===== src/design/ccw_defs.vh =====
// Constants for the codec control word decoder.
`ifndef CCW_DEFS_VH
`define CCW_DEFS_VH

// Serial bus command bytes.
`define CCW_CMD_GENERAL_RESET 8'h01
`define CCW_CMD_CTRL_WRITE 8'h60

// Control word reset value.
`define CCW_WORD_RESET 16'h0000

// High byte fields (word bits 15..8).
`define CCW_BIT_DIRECT_ACCESS 14
`define CCW_BIT_PLAY_DOWN 13
`define CCW_BIT_MEM_DISABLE 12
`define CCW_BIT_POWERSAVE 11
`define CCW_BIT_IRQ_STORE 10
`define CCW_BIT_IRQ_PLAY 9
`define CCW_BIT_IRQ_POWER 8

// Low byte fields (word bits 7..0).
`define CCW_SYNC_HI 7
`define CCW_SYNC_LO 6
`define CCW_DEC_HI 5
`define CCW_DEC_LO 3
`define CCW_ENC_HI 2
`define CCW_ENC_LO 0

// Store/play synchronisation codes.
`define CCW_SYNC_PLAY_AFTER_STORE 2'h2
`define CCW_SYNC_STORE_AFTER_PLAY 2'h3

// Codec control codes.
`define CCW_CODE_IDLE_A 3'h0
`define CCW_CODE_IDLE_B 3'h1
`define CCW_CODE_IDLE_C 3'h2
`define CCW_CODE_16K 3'h3
`define CCW_CODE_25K 3'h4
`define CCW_CODE_32K 3'h5
`define CCW_CODE_50K 3'h6
`define CCW_CODE_64K 3'h7

// Crystal clock division ratios per sampling rate.
`define CCW_RATIO_16K 9'h100
`define CCW_RATIO_25K 9'h0A0
`define CCW_RATIO_32K 9'h080
`define CCW_RATIO_50K 9'h050
`define CCW_RATIO_64K 9'h040

// Serial byte assembly.
`define CCW_BITS_PER_BYTE 3'h7

`endif


===== src/design/ccw_control_word.v =====
// Codec control word: serial loading and decode into codec controls.
//
// Operation
// High byte first, then low byte.
// Host writes zero to high-byte bit 7.
// Direct access drives encoder data/clock out.
// Direct access takes decoder data/clock in.
// Direct access off: pins serve memory.
// Low bits 7:6 select store/play sync.
// Decoder 000: idle 32k, output filter.
// Decoder 001: idle 32k, audio bypass.
// Decoder 010: idle 32k, output high-Z.
// Decoder codes 011-111 set sampling rate.
// Encoder 000: input biased, idle 32k.
// Encoder 001: input high-Z, idle 32k.
// Encoder 010: input high-Z, idle 64k.
// Encoder codes 011-111 set rate independently.
// High bit 5 sets play count direction.
// High bit 4 disables memory control.
// High bit 3 powersaves codec, bias kept; the code drops output bias when decoder code is 001.
// High bits 2..0 enable completion interrupts.
// Word applied only after both bytes.
`timescale 1ns/1ps
`default_nettype none
`include "ccw_defs.vh"

module ccw_control_word #(
   parameter PRESCALE = 49
) (
   // Clock and reset
   input wire clk_sys,
   input wire resetn,
   // Serial control bus
   input wire bus_sclk,
   input wire bus_cs_n,
   input wire bus_data_in,
   // Shared address pins A0..A3
   input wire [3:0] pin_a_in,
   output reg [3:0] pin_a_out,
   output reg [3:0] pin_a_oe,
   // Memory sequencer side
   input wire [3:0] mem_addr_low,
   input wire mem_addr_oe,
   // Codec side
   input wire enc_bit,
   output reg enc_samp_clk,
   output reg dec_samp_clk,
   output reg dec_bit,
   // Decoded controls
   output reg direct_access,
   output reg play_count_down,
   output reg mem_ctrl_disable,
   output reg codec_powersave,
   output reg irq_en_store,
   output reg irq_en_play,
   output reg irq_en_power,
   output reg [1:0] sync_mode,
   output reg dec_force_idle,
   output reg audio_out_on,
   output reg audio_bypass_on,
   output reg output_bias_on,
   output reg enc_force_idle,
   output reg input_bias_on,
   output reg [15:0] word_out
);

   reg sclk_s1, sclk_s2, sclk_s3;
   reg cs_n_s1, cs_n_s2;
   reg din_s1, din_s2;
   reg [3:0] pin_s1, pin_s2;
   reg [7:0] shift_reg;
   reg [2:0] bit_reg;
   reg [1:0] byte_reg;
   reg [7:0] cmd_reg;
   reg [7:0] high_reg;
   reg [15:0] word_reg;
   wire sclk_rise;
   wire [7:0] byte_next;
   wire [2:0] dec_code;
   wire [2:0] enc_code;
   wire enc_clk_int, dec_clk_int;

   // Pin inputs are asynchronous to clk_sys.
   always @(posedge clk_sys) begin
      if (!resetn) begin
         sclk_s1 <= 1'b0;
         sclk_s2 <= 1'b0;
         sclk_s3 <= 1'b0;
         cs_n_s1 <= 1'b1;
         cs_n_s2 <= 1'b1;
         din_s1 <= 1'b0;
         din_s2 <= 1'b0;
      end else begin
         sclk_s1 <= bus_sclk;
         sclk_s2 <= sclk_s1;
         sclk_s3 <= sclk_s2;
         cs_n_s1 <= bus_cs_n;
         cs_n_s2 <= cs_n_s1;
         din_s1 <= bus_data_in;
         din_s2 <= din_s1;
      end
   end

   genvar gi;
   generate
      for (gi = 0; gi < 4; gi = gi + 1) begin : g_pin_sync
         always @(posedge clk_sys) begin
            if (!resetn) begin
               pin_s1[gi] <= 1'b0;
               pin_s2[gi] <= 1'b0;
            end else begin
               pin_s1[gi] <= pin_a_in[gi];
               pin_s2[gi] <= pin_s1[gi];
            end
         end
      end
   endgenerate

   assign sclk_rise = sclk_s2 & ~sclk_s3;
   assign byte_next = {shift_reg[6:0], din_s2};

   // Bytes arrive most significant bit first; the first byte of a frame is the
   // command, the following bytes are its data.
   always @(posedge clk_sys) begin
      if (!resetn) begin
         shift_reg <= 8'h00;
         bit_reg <= 3'h0;
         byte_reg <= 2'h0;
         cmd_reg <= 8'h00;
         high_reg <= 8'h00;
         word_reg <= `CCW_WORD_RESET;
      end else if (cs_n_s2) begin
         bit_reg <= 3'h0;
         byte_reg <= 2'h0;
      end else if (sclk_rise) begin
         shift_reg <= byte_next;
         bit_reg <= bit_reg + 3'h1;
         if (bit_reg == `CCW_BITS_PER_BYTE) begin
            if (byte_reg != 2'h3) begin
               byte_reg <= byte_reg + 2'h1;
            end
            case (byte_reg)
               2'h0: begin
                  cmd_reg <= byte_next;
                  if (byte_next == `CCW_CMD_GENERAL_RESET) begin
                     word_reg <= `CCW_WORD_RESET;
                  end
               end
               2'h1: begin
                  if (cmd_reg == `CCW_CMD_CTRL_WRITE) begin
                     high_reg <= byte_next;
                  end
               end
               2'h2: begin
                  // A frame cut after the high byte leaves the word untouched.
                  if (cmd_reg == `CCW_CMD_CTRL_WRITE) begin
                     word_reg <= {high_reg, byte_next};
                  end
               end
               default: begin
                  shift_reg <= byte_next;
               end
            endcase
         end
      end
   end

   assign dec_code = word_reg[`CCW_DEC_HI:`CCW_DEC_LO];
   assign enc_code = word_reg[`CCW_ENC_HI:`CCW_ENC_LO];

   // Idle codes run at 32k, except encoder code 010 which idles at 64k.
   function [8:0] ccw_ratio;
      input [2:0] code;
      input idle_fast;
      begin
         case (code)
            `CCW_CODE_16K: ccw_ratio = `CCW_RATIO_16K;
            `CCW_CODE_25K: ccw_ratio = `CCW_RATIO_25K;
            `CCW_CODE_32K: ccw_ratio = `CCW_RATIO_32K;
            `CCW_CODE_50K: ccw_ratio = `CCW_RATIO_50K;
            `CCW_CODE_64K: ccw_ratio = `CCW_RATIO_64K;
            `CCW_CODE_IDLE_C: ccw_ratio = idle_fast ? `CCW_RATIO_64K : `CCW_RATIO_32K;
            default: ccw_ratio = `CCW_RATIO_32K;
         endcase
      end
   endfunction

   ccw_rate_div #(
      .PRESCALE(PRESCALE)
   ) u_enc_div (
      .clk_sys(clk_sys),
      .resetn(resetn),
      .run(~word_reg[`CCW_BIT_POWERSAVE]),
      .ratio(ccw_ratio(enc_code, 1'b1)),
      .samp_clk(enc_clk_int),
      .samp_tick()
   );

   ccw_rate_div #(
      .PRESCALE(PRESCALE)
   ) u_dec_div (
      .clk_sys(clk_sys),
      .resetn(resetn),
      .run(~word_reg[`CCW_BIT_POWERSAVE]),
      .ratio(ccw_ratio(dec_code, 1'b0)),
      .samp_clk(dec_clk_int),
      .samp_tick()
   );

   // Decoded controls are registered so every output comes from a flip-flop.
   always @(posedge clk_sys) begin
      if (!resetn) begin
         direct_access <= 1'b0;
         play_count_down <= 1'b0;
         mem_ctrl_disable <= 1'b0;
         codec_powersave <= 1'b0;
         irq_en_store <= 1'b0;
         irq_en_play <= 1'b0;
         irq_en_power <= 1'b0;
         sync_mode <= 2'h0;
         dec_force_idle <= 1'b0;
         audio_out_on <= 1'b0;
         audio_bypass_on <= 1'b0;
         output_bias_on <= 1'b0;
         enc_force_idle <= 1'b0;
         input_bias_on <= 1'b0;
         word_out <= `CCW_WORD_RESET;
         pin_a_out <= 4'h0;
         pin_a_oe <= 4'h0;
         enc_samp_clk <= 1'b0;
         dec_samp_clk <= 1'b0;
         dec_bit <= 1'b0;
      end else begin
         word_out <= word_reg;
         direct_access <= word_reg[`CCW_BIT_DIRECT_ACCESS];
         play_count_down <= word_reg[`CCW_BIT_PLAY_DOWN];
         mem_ctrl_disable <= word_reg[`CCW_BIT_MEM_DISABLE];
         codec_powersave <= word_reg[`CCW_BIT_POWERSAVE];
         irq_en_store <= word_reg[`CCW_BIT_IRQ_STORE];
         irq_en_play <= word_reg[`CCW_BIT_IRQ_PLAY];
         irq_en_power <= word_reg[`CCW_BIT_IRQ_POWER];
         // Codes 00 and 01 both mean no synchronisation.
         sync_mode <= word_reg[`CCW_SYNC_HI] ? word_reg[`CCW_SYNC_HI:`CCW_SYNC_LO] : 2'h0;
         dec_force_idle <= (dec_code < `CCW_CODE_16K);
         audio_bypass_on <= (dec_code == `CCW_CODE_IDLE_B);
         audio_out_on <= ~word_reg[`CCW_BIT_POWERSAVE] &&
                         (dec_code != `CCW_CODE_IDLE_B) &&
                         (dec_code != `CCW_CODE_IDLE_C);
         // Powersave keeps the output biased, except with decoder code 001, so it comes back without a step.
         output_bias_on <= word_reg[`CCW_BIT_POWERSAVE] &&
                           (dec_code != `CCW_CODE_IDLE_B);
         enc_force_idle <= (enc_code < `CCW_CODE_16K);
         input_bias_on <= word_reg[`CCW_BIT_POWERSAVE] ||
                          (enc_code == `CCW_CODE_IDLE_A);
         enc_samp_clk <= enc_clk_int;
         if (word_reg[`CCW_BIT_DIRECT_ACCESS]) begin
            // A1 and A2 are inputs from the external codec partner.
            pin_a_out <= {enc_clk_int, 2'b00, enc_bit};
            pin_a_oe <= 4'h9;
            dec_bit <= pin_s2[1];
            dec_samp_clk <= pin_s2[2];
         end else begin
            pin_a_out <= mem_addr_low;
            pin_a_oe <= {4{mem_addr_oe}};
            dec_bit <= 1'b0;
            dec_samp_clk <= dec_clk_int;
         end
      end
   end

endmodule // ccw_control_word

`default_nettype wire


===== src/design/ccw_rate_div.v =====
// Sampling clock divider driven from the crystal-rate prescaler.
`timescale 1ns/1ps
`default_nettype none

module ccw_rate_div #(
   parameter PRESCALE = 49
) (
   // Clock and reset
   input wire clk_sys,
   input wire resetn,
   // Control
   input wire run,
   input wire [8:0] ratio,
   // Sampling clock
   output reg samp_clk,
   output reg samp_tick
);

   reg [15:0] pre_reg;
   reg [7:0] half_reg;
   wire pre_done;
   wire [7:0] half_ratio;

   assign pre_done = (pre_reg == PRESCALE[15:0] - 16'h0001);
   assign half_ratio = ratio[8:1];

   // The sampling clock toggles every half ratio of crystal cycles, so it stays
   // square for every ratio the control word offers (all are even).
   always @(posedge clk_sys) begin
      if (!resetn || !run) begin
         pre_reg <= 16'h0000;
         half_reg <= 8'h00;
         samp_clk <= 1'b0;
         samp_tick <= 1'b0;
      end else begin
         samp_tick <= 1'b0;
         if (pre_done) begin
            pre_reg <= 16'h0000;
            if (half_reg >= half_ratio - 8'h01) begin
               half_reg <= 8'h00;
               samp_clk <= ~samp_clk;
               samp_tick <= ~samp_clk;
            end else begin
               half_reg <= half_reg + 8'h01;
            end
         end else begin
            pre_reg <= pre_reg + 16'h0001;
         end
      end
   end

endmodule // ccw_rate_div

`default_nettype wire


===== config.mk =====
export PLATFORM = sky130hd
export DESIGN_NAME = ccw_control_word
export DESIGN_NICKNAME = d
export VERILOG_FILES = /design/src/design/ccw_control_word.v /design/src/design/ccw_rate_div.v
export VERILOG_INCLUDE_DIRS = /design/src /design/src/design
export SDC_FILE = /design/constraint.sdc
export NUM_CORES = 1
export LEC_CHECK = 0
export ABC_AREA = 1
export BUFFER_PORTS_ARGS = -buffer_cell sky130_fd_sc_hd__clkbuf_2
export CORE_UTILIZATION = 55
export DETAILED_ROUTE_END_ITERATION = 7
export PLACE_DENSITY_LB_ADDON = 0.2
export SYNTH_ARGS = -nofsm -noshare
export SYNTH_HDL_FRONTEND = slang
export SYNTH_HIERARCHICAL = 1
export SYNTH_SLANG_ARGS = --single-unit

===== constraint.sdc =====
create_clock -name clk_sys -period 4.1 [get_ports clk_sys]
set_input_delay 0.82 -clock clk_sys [delete_from_list [all_inputs] [get_ports clk_sys]]
set_output_delay 0.82 -clock clk_sys [all_outputs]
set_load 0.05 [all_outputs]

==> results of run 1 <==
[power groups by stage]
stage | Clock [uW] | Combinational (uW) | Sequential, uW
6_report | 1540 | 134 | 1360
4_1_cts | 1570 | 134 | 1360
3_3_place_gp | 0 | 132 | 1390
3_5_place_dp | 0 | 133 | 1390
2_1_floorplan | 0 | 90.0 | 1400
5_1_grt | 1630 | 152 | 1360
[cell type report]
| class | count | share of cell area |
|---|---|---|
| Clock buffer | 17 | 0.0562 |
| Inverter | 153 | 0.0759 |
| Multi-Input combinational cell | 596 | 0.422 |
| Timing Repair Buffer | 55 | 0.0367 |
| Sequential cell | 137 | 0.362 |
| Tap cell | 143 | 0.0236 |
| Clock inverter | 15 | 0.0235 |
[metal layers]
metal  vias up  global-route usage  share of wire
met2        60               0.376           0.48
li1       2889                   -              -
met4         0              0.0889          0.014
met1      2386               0.263           0.48
met5         -                   0              0
met3        12              0.0513          0.026
[worst max-delay path, stage by stage, from the launching register on]
cell	delay (ps)
dfxtp_1	350
inv_1	90
ha_1	560
nor2_1	170
nor3_4	500
nand3_2	470
nor2_1	220
nor2_1	60
[worst paths after layout]
kind              slack (ps)     endpoint  cells past startpoint        start
setup / recovery        1570  word_reg[0]                      7  byte_reg[0]
hold / removal           410      cs_n_s2                      1      cs_n_s1
setup reg to reg        1570  word_reg[0]                      7  byte_reg[0]
hold reg to reg          410      cs_n_s2                      1      cs_n_s1
[through the flow]
step | total power, uW | setup WS (ps) | util
3_3_place_gp | 1520 | 1610 | 0.600
4_1_cts | 3060 | 1570 | 0.652
3_5_place_dp | 1520 | 1630 | 0.600
6_report | 3040 | 1570 | 0.652
2_1_floorplan | 1490 | 2070 | -
5_1_grt | 3150 | 1300 | 0.652
[layout by cell type (no fill, tap or decap), drive strengths merged]
cell,instances
nand2,217
inv,154
nor2,140
dfxtp,137
clkbuf,71
a21oi,44
o21ai,34
ha,30
nand3,25
nor3,22
nand4,21
xor2,15
conb,12
xnor2,9
clkinv,9
or2,7
o21a,4
bufinv,3
nor3b,3
nor4,2
clkinvlp,2
a21o,2
o21bai,2
o22ai,2
nand3b,2
buf,1
a211oi,1
a31oi,1
and3,1
==> flow_summary.json, run 1 <==
{
  "seqCellArea_mm2": 0.00274,
  "maxCapViolCount": 0,
  "multi_input_area_mm2": 0.00319,
  "fin_skew_ps": 12.1,
  "fin_crit_sh": 0.618,
  "wl_um": 12500,
  "syn_inst": 905,
  "cp_max_fo": 20,
  "fmax_ghz": 0.395,
  "finalSetupTns_ps": 0,
  "cts_resized": 0,
  "worstSetupPathType": "flip-flop to flip-flop",
  "route.detailed.drc": 2,
  "core-area_mm2": 0.0116,
  "slew_headroom": 0.582,
  "peakVddDrop_uv": 330,
  "dp_cells": 1084,
  "start_kind": "flip-flop",
  "comb_power_share": 0.044,
  "worstSkewPairLatency_ps": 420,
  "p_int_uw": 2340,
  "timing_hold_violations_final": 0,
  "fillers": 1066,
  "dieArea_mm2": 0.0126,
  "fin_nets": 1005,
  "io_pins": 57,
  "seqPwrFrac": 0.447,
  "violations": "design-rule violations",
  "syn_to_final_growth_pct": 13.5,
  "p_per_area_mw_per_mm2": 401,
  "tightest_slew_ps": 628,
  "cts_sinks": 137,
  "vias_per_cell": 4.79,
  "grt_pass1_vias": 5024,
  "switching_share": 0.228,
  "syn_area_mm2": 0.00667,
  "start_util": 0.574,
  "track_usage": 0.218,
  "finalMaxSlewViolations": 0,
  "drt_iter0_markers": 257,
  "critPathArrivalTime_ps": 2850,
  "critPathCaptureType": "flip-flop",
  "htreeDepth": 4,
  "grt_antenna_before_repair": 0,
  "place_congestion": 0.782,
  "yosys_warnings": 6,
  "grt_pass1_wl_um": 22100,
  "hp-class": "flip-flop to flip-flop",
  "clk_pin_slew_ps": 60,
  "grt_max_degree": 43,
  "route.vias.total": 5347,
  "p_switching_uw": 692,
  "setup_violations": 0,
  "clk_path_buf_depth": 2,
  "placed_cell_area_mm2": 0.00697,
  "hold_ws_ps": 412,
  "postLayoutCellArea_mm2": 0.00757,
  "ctsHoldBuffers": 0,
  "drt-pass1-iter-count": 8,
  "portBuffers": 54,
  "wl_per_cell_um": 11.2,
  "fin_crit_ps": 2530,
  "p_leak_uw": 0.00369,
  "cts_made_buffers": 17,
  "overflow": 0,
  "status": "complete, but fails checks",
  "layout.cells.non_filler": 1116,
  "cts-root-buf": "clkbuf_16",
  "diodes": 0,
  "post-cts-setup-buffers": 0,
  "cts_tree": "yes",
  "dp_hpwl_um": 9000,
  "drive_gt1_frac": 0.154,
  "drt.antenna.violating_nets": 0,
  "die_w_um": 112,
  "grt_setup_unrepaired": "no",
  "clockPowerShare": 0.509,
  "synth_area_per_cell_um2": 7.37,
  "rows": 39,
  "crit_required_ps": 4420,
  "die_y_um": 112
}
(Power assumes the default switching activity.)
==> inputs of run 2 (changes only) <==
--- a/config.mk
+++ b/config.mk
@@ -6,9 +6,9 @@
 export SDC_FILE = /design/constraint.sdc
 export NUM_CORES = 1
 export LEC_CHECK = 0
-export ABC_AREA = 1
+export ABC_AREA = 0
 export BUFFER_PORTS_ARGS = -buffer_cell sky130_fd_sc_hd__clkbuf_2
-export CORE_UTILIZATION = 55
+export CORE_UTILIZATION = 53
 export DETAILED_ROUTE_END_ITERATION = 7
 export PLACE_DENSITY_LB_ADDON = 0.2
 export SYNTH_ARGS = -nofsm -noshare
==> constraint.sdc (replaced) <==
create_clock -name clk_sys -period 2.1 [get_ports clk_sys]
set_input_delay 0.42 -clock clk_sys [delete_from_list [all_inputs] [get_ports clk_sys]]
set_output_delay 0.42 -clock clk_sys [all_outputs]
set_load 0.05 [all_outputs]
==> flow_summary.json, run 2 <==
{
  "status": "complete, but fails checks",
  "violations": "negative setup slack",
  "p_switching_uw": 1320,
  "fin_crit_sh": 1.14,
  "drt.antenna.violating_nets": 0,
  "cpPeakStageDelay_ps": 370,
  "route.vias.total": 4766,
  "wl_per_cell_um": 14.1,
  "route.detailed.drc": 0,
  "portBuffers": 54,
  "layout.cells.non_filler": 904,
  "seqPwrFrac": 0.455,
  "hp-class": "input pin to flip-flop",
  "finalMaxSlewViolations": 0,
  "cp_max_fo": 5,
  "r2r-end": "u_dec_div/half_reg[5]",
  "grt_pass1_wl_um": 20700,
  "start_util": 0.552,
  "grt_max_degree": 24,
  "track_usage": 0.227,
  "drive_gt1_frac": 0.249,
  "diodes": 0,
  "crit_required_ps": 2430,
  "drt-pass1-iter-count": 4,
  "drt_iter0_markers": 295,
  "die_y_um": 109,
  "grt_pass1_vias": 4500,
  "syn_inst": 646,
  "wl_met3_um": 448,
  "crit_end": "u_dec_div/half_reg[5]",
  "cts_made_buffers": 17,
  "mostFrequentLayoutCells": "131 x dfxtp_1, 74 x nor2_1, 65 x nand2_1",
  "p_per_area_mw_per_mm2": 774,
  "wl_um": 12700,
  "overflow": 0,
  "finalWorstSetupSlack_ps": -294,
  "crit_family": "compound AO/OA/AOI/OAI gates",
  "comb_power_share": 0.043,
  "dr.max_layer_used": "met4",
  "wl_met2_um": 6730,
  "cts_sinks": 137,
  "critPathArrivalTime_ps": 2730,
  "vias_per_cell": 5.27,
  "fin_nets": 796,
  "tightest_slew_ps": 616,
  "p_int_uw": 4510,
  "critPathBufInv": 1,
  "clk_pin_slew_ps": 60,
  "fmax_ghz": 0.418,
  "synth_area_per_cell_um2": 9.42,
  "reg2reg_depth": 11,
  "grt_antenna_before_repair": 0,
  "syn_area_mm2": 0.00608,
  "dieArea_mm2": 0.0119,
  "timing_hold_violations_final": 0,
  "switching_share": 0.227,
  "fillers": 882,
  "final_common_cell": "dfxtp_1",
  "rows": 38,
  "fin_skew_ps": 5.63,
  "die_w_um": 109,
  "yosys_warnings": 6,
  "worstSetupPathType": "flip-flop to flip-flop",
  "clk_path_buf_depth": 2,
  "place_congestion": 0.786,
  "maxCapViolCount": 0,
  "p_leak_uw": 0.00325,
  "slew_headroom": 0.588,
  "cts_tree": "yes",
  "grt_setup_unrepaired": "yes",
  "drt-met1-wl_um": 5360,
  "place_ws_ps": -288,
  "startpoint": "word_reg[3]",
  "crit_chain": "and3b_2 > nor4_4 > nand2_1 > xor2_1 > ha_1 > a21oi_2 > o21ai_4 > buf_12 > a21oi_4 > nand3_2 > a31oi_1",
  "dp_cells": 863,
  "fin_crit_ps": 2390,
  "peakVddDrop_uv": 888,
  "crit_cells": 11,
  "clockPowerShare": 0.502,
  "r2r_slack_ps": -290,
  "io_pins": 57,
  "cts-root-buf": "clkbuf_16",
  "critPathCaptureType": "flip-flop",
  "finalSetupTns_ps": -3730,
  "core-area_mm2": 0.0110,
  "start_kind": "flip-flop",
  "cpMaxStageDelayCell": "dfxtp_4",
  "htreeDepth": 4,
  "setup_violations": 18,
  "worstSkewPairLatency_ps": 410,
  "dp_hpwl_um": 8370,
  "syn_to_final_growth_pct": 23.8,
  "ctsHoldBuffers": 0,
  "timing.rr.start": "word_reg[3]"
}
[run 2: what timing repair did]
| item | in CTS | in global routing |
|---|---|---|
| gates cloned | 2 | 0 |
| endpoints found under the hold margin | 0 | 0 |
| pin swaps | 34 | 19 |
| buffers inserted | 6 | 3 |
| setup endpoints to repair | 18 | 18 |
| resized for setup | 36 | 10 |
[run 2: final cells by class]
class	instances	area, um2	area share
well taps	140	175	0.0232
inverters	40	153	0.0203
clock inverters	13	143	0.0189
clock buffers	19	443	0.0588
multi-input cells	467	3320	0.441
repair buffers	88	546	0.0724
flip-flops and latches	137	2760	0.366
[run 2: power by group through the flow]
| stage | Clock (uW) | Combinational, uW | Sequential, uW |
|---|---|---|---|
| floorplan | 0 | 142 | 2740 |
| CTS | 2980 | 248 | 2650 |
| finish | 2930 | 253 | 2650 |
| global route | 3090 | 281 | 2650 |
| detailed placement | 0 | 233 | 2710 |
| global placement | 0 | 226 | 2710 |
[run 2: per-stage QoR]
stage	area, um2	utilization	hold WS [ps]	total power (uW)
final	7530	0.683	185	5830
after global routing	7530	0.683	168	6020
after CTS	7470	0.678	169	5870
after detailed placement	6710	0.609	421	2940
after global placement	6710	0.609	398	2930
after floorplan	6240	-	386	2880
[run 2: worst reg2reg max path, delay by kind of cell, from the launching register on]
kind / cells / cell delay (ps)
adder cells (fa/ha/maj): 1 / 350
flip-flops: 1 / 370
AO/OA/AOI/OAI: 4 / 720
AND/OR/NAND/NOR: 4 / 590
buffers and inverters: 1 / 140
XOR/XNOR: 1 / 150
[run 2: worst min path at each step]
stage / end / cells after the start / slack, ps / from
global route: cs_n_s1 / 2 / 170 / bus_cs_n
detailed placement: din_s2 / 1 / 420 / din_s1
global placement: cs_n_s2 / 1 / 400 / cs_n_s1
CTS: cs_n_s1 / 2 / 170 / bus_cs_n
floorplan: cs_n_s2 / 1 / 390 / cs_n_s1
finish: cs_n_s1 / 2 / 180 / bus_cs_n
[run 2: routing by layer]
metal	vias up	global-route usage
li1	2383	-
met5	-	0
met3	21	0.0580
met1	2273	0.257
met2	89	0.400
met4	0	0.0965
==> inputs of run 3 (changes only) <==
--- a/config.mk
+++ b/config.mk
@@ -7,9 +7,10 @@
 export NUM_CORES = 1
 export LEC_CHECK = 0
 export ABC_AREA = 0
-export BUFFER_PORTS_ARGS = -buffer_cell sky130_fd_sc_hd__clkbuf_2
-export CORE_UTILIZATION = 53
+export CORE_UTILIZATION = 55
+export CTS_CLUSTER_SIZE = 10
 export DETAILED_ROUTE_END_ITERATION = 7
+export DONT_BUFFER_PORTS = 1
 export PLACE_DENSITY_LB_ADDON = 0.2
 export SYNTH_ARGS = -nofsm -noshare
 export SYNTH_HDL_FRONTEND = slang
==> flow_summary.json, run 3 (same netlist as run 2, synthesis figures left out) <==
{
  "mostFrequentLayoutCells": "131 x dfxtp_1, 73 x nor2_1, 63 x nand2_1",
  "r2r_slack_ps": -280,
  "timing_hold_violations_final": 0,
  "portBuffers": 0,
  "min_from": "resetn",
  "track_usage": 0.225,
  "die_w_um": 107,
  "final_common_cell": "dfxtp_1",
  "fin_skew_ps": 9.97,
  "die_y_um": 107,
  "critPathCaptureType": "flip-flop",
  "peakVddDrop_uv": 763,
  "worstSetupPathType": "flip-flop to flip-flop",
  "clk_path_buf_depth": 2,
  "dp_hpwl_um": 7960,
  "reg2reg_depth": 10,
  "place_ws_ps": -314,
  "diodes": 0,
  "hp-class": "input pin to flip-flop",
  "finalWorstSetupSlack_ps": -276,
  "violations": "negative setup slack",
  "worstSkewPairLatency_ps": 530,
  "tightest_slew_ps": 765,
  "r2r-end": "u_dec_div/half_reg[7]",
  "dp_cells": 818,
  "fmax_ghz": 0.421,
  "overflow": 0,
  "timing.rr.start": "word_reg[5]",
  "syn_to_final_growth_pct": 21.7,
  "grt_antenna_before_repair": 0,
  "gr-usage-met3": 0.0626,
  "drt-pass1-iter-count": 5,
  "dieArea_mm2": 0.0115,
  "maxCapViolCount": 0,
  "p_per_area_mw_per_mm2": 773,
  "grt_pass1_wl_um": 19900,
  "busiest_layer": "met2",
  "htreeDepth": 4,
  "critPathArrivalTime_ps": 2800,
  "drive_gt1_frac": 0.195,
  "drt.antenna.violating_nets": 0,
  "startpoint": "word_reg[5]",
  "status": "complete, but fails checks",
  "use_met1": 0.252,
  "route.detailed.drc": 0,
  "clk_pin_slew_ps": 60,
  "place_congestion": 0.795,
  "grt_setup_unrepaired": "yes",
  "start_util": 0.564,
  "wl_per_cell_um": 14.2,
  "slew_headroom": 0.488,
  "fin_crit_sh": 1.13,
  "grtUsageMet2": 0.394,
  "fin_nets": 756,
  "finalMaxSlewViolations": 0,
  "cts_tree": "yes",
  "cp_max_fo": 5,
  "vias_per_cell": 5.28,
  "layout.cells.non_filler": 864,
  "rows": 38,
  "grt_max_degree": 25,
  "drt_iter0_markers": 195,
  "route.vias.total": 4563,
  "whs_endpoint": "word_out[14]",
  "core-area_mm2": 0.0108,
  "whs_path_depth": 2,
  "cts_made_buffers": 17,
  "start_kind": "flip-flop",
  "wl_um": 12300,
  "p_leak_uw": 0.00307,
  "cts-root-buf": "clkbuf_8",
  "setup_violations": 18,
  "fin_crit_ps": 2380,
  "grt_pass1_vias": 4382,
  "crit_required_ps": 2520,
  "io_pins": 57,
  "cts_sinks": 137
}
-- run 3: changes by cell type in the layout (fill, tap and decap cells not counted), moves of 3 or more --
cell	change
buf_6	+3
clkbuf_2	-54
dlygate4sd3_1	+9
o21ai_2	-3
-- run 3: final cells by class --
| type | count | area [um2] |
|---|---|---|
| Clock buffer | 18 | 418 |
| Clock inverter | 14 | 148 |
| Fill cell | 833 | 3390 |
| Inverter | 40 | 155 |
| Multi-Input combinational cell | 467 | 3340 |
| Sequential cell | 137 | 2760 |
| Tap cell | 140 | 175 |
| Timing Repair Buffer | 48 | 414 |
-- run 3: where the power goes --
group | switching [uW] | internal (uW)
logic | 124 | 89.5
registers | 49.6 | 2630
clock network | 1140 | 1690
total | 1310 | 4410
-- run 3: worst max path at each step --
stage                                        to  cells past startpoint
final                     u_dec_div/half_reg[7]                     10
after global routing      u_enc_div/half_reg[3]                     13
after CTS                 u_dec_div/half_reg[7]                     10
after detailed placement  u_dec_div/half_reg[6]                     12
after global placement    u_dec_div/half_reg[7]                     11
after floorplan           u_dec_div/half_reg[7]                     11
-- run 3: critical path, stage by stage (launching register included) --
cell	delay, ps
dfxtp_2	340
and2_4	170
nor4_4	300
nand2_1	120
xor2_1	160
ha_1	320
nand4_1	140
a21oi_2	220
a211oi_2	130
and3b_1	190
o21ba_2	190
-- run 3: routing by layer --
metal  wire, um  vias up
met5          0        -
met2       6160       67
met1       5420     2178
met3        440       15
met4        235        0
li1           -     2303
-- run 3: timing repair --
item | 4_1_cts | 5_1_grt
gates cloned | 2 | 0
setup buffers | 2 | 2
pin swaps | 19 | 24
hold endpoints to repair | 20 | 0
setup endpoints to repair | 18 | 18
gates resized for setup | 32 | 20
hold buffers | 9 | 0
-- run 3: metrics by stage --
stage / utilization / cell area [um2] / TNS [ps] / hold slack [ps] / power, uW
floorplan: - / 6240 / -520 / 386 / 2880
CTS: 0.676 / 7300 / -2280 / 1.27 / 5760
global route: 0.686 / 7400 / -5470 / 22.8 / 5900
global placement: 0.604 / 6520 / -1740 / 393 / 2900
detailed placement: 0.604 / 6520 / -3360 / 412 / 2910
finish: 0.686 / 7400 / -3380 / 32.3 / 5720
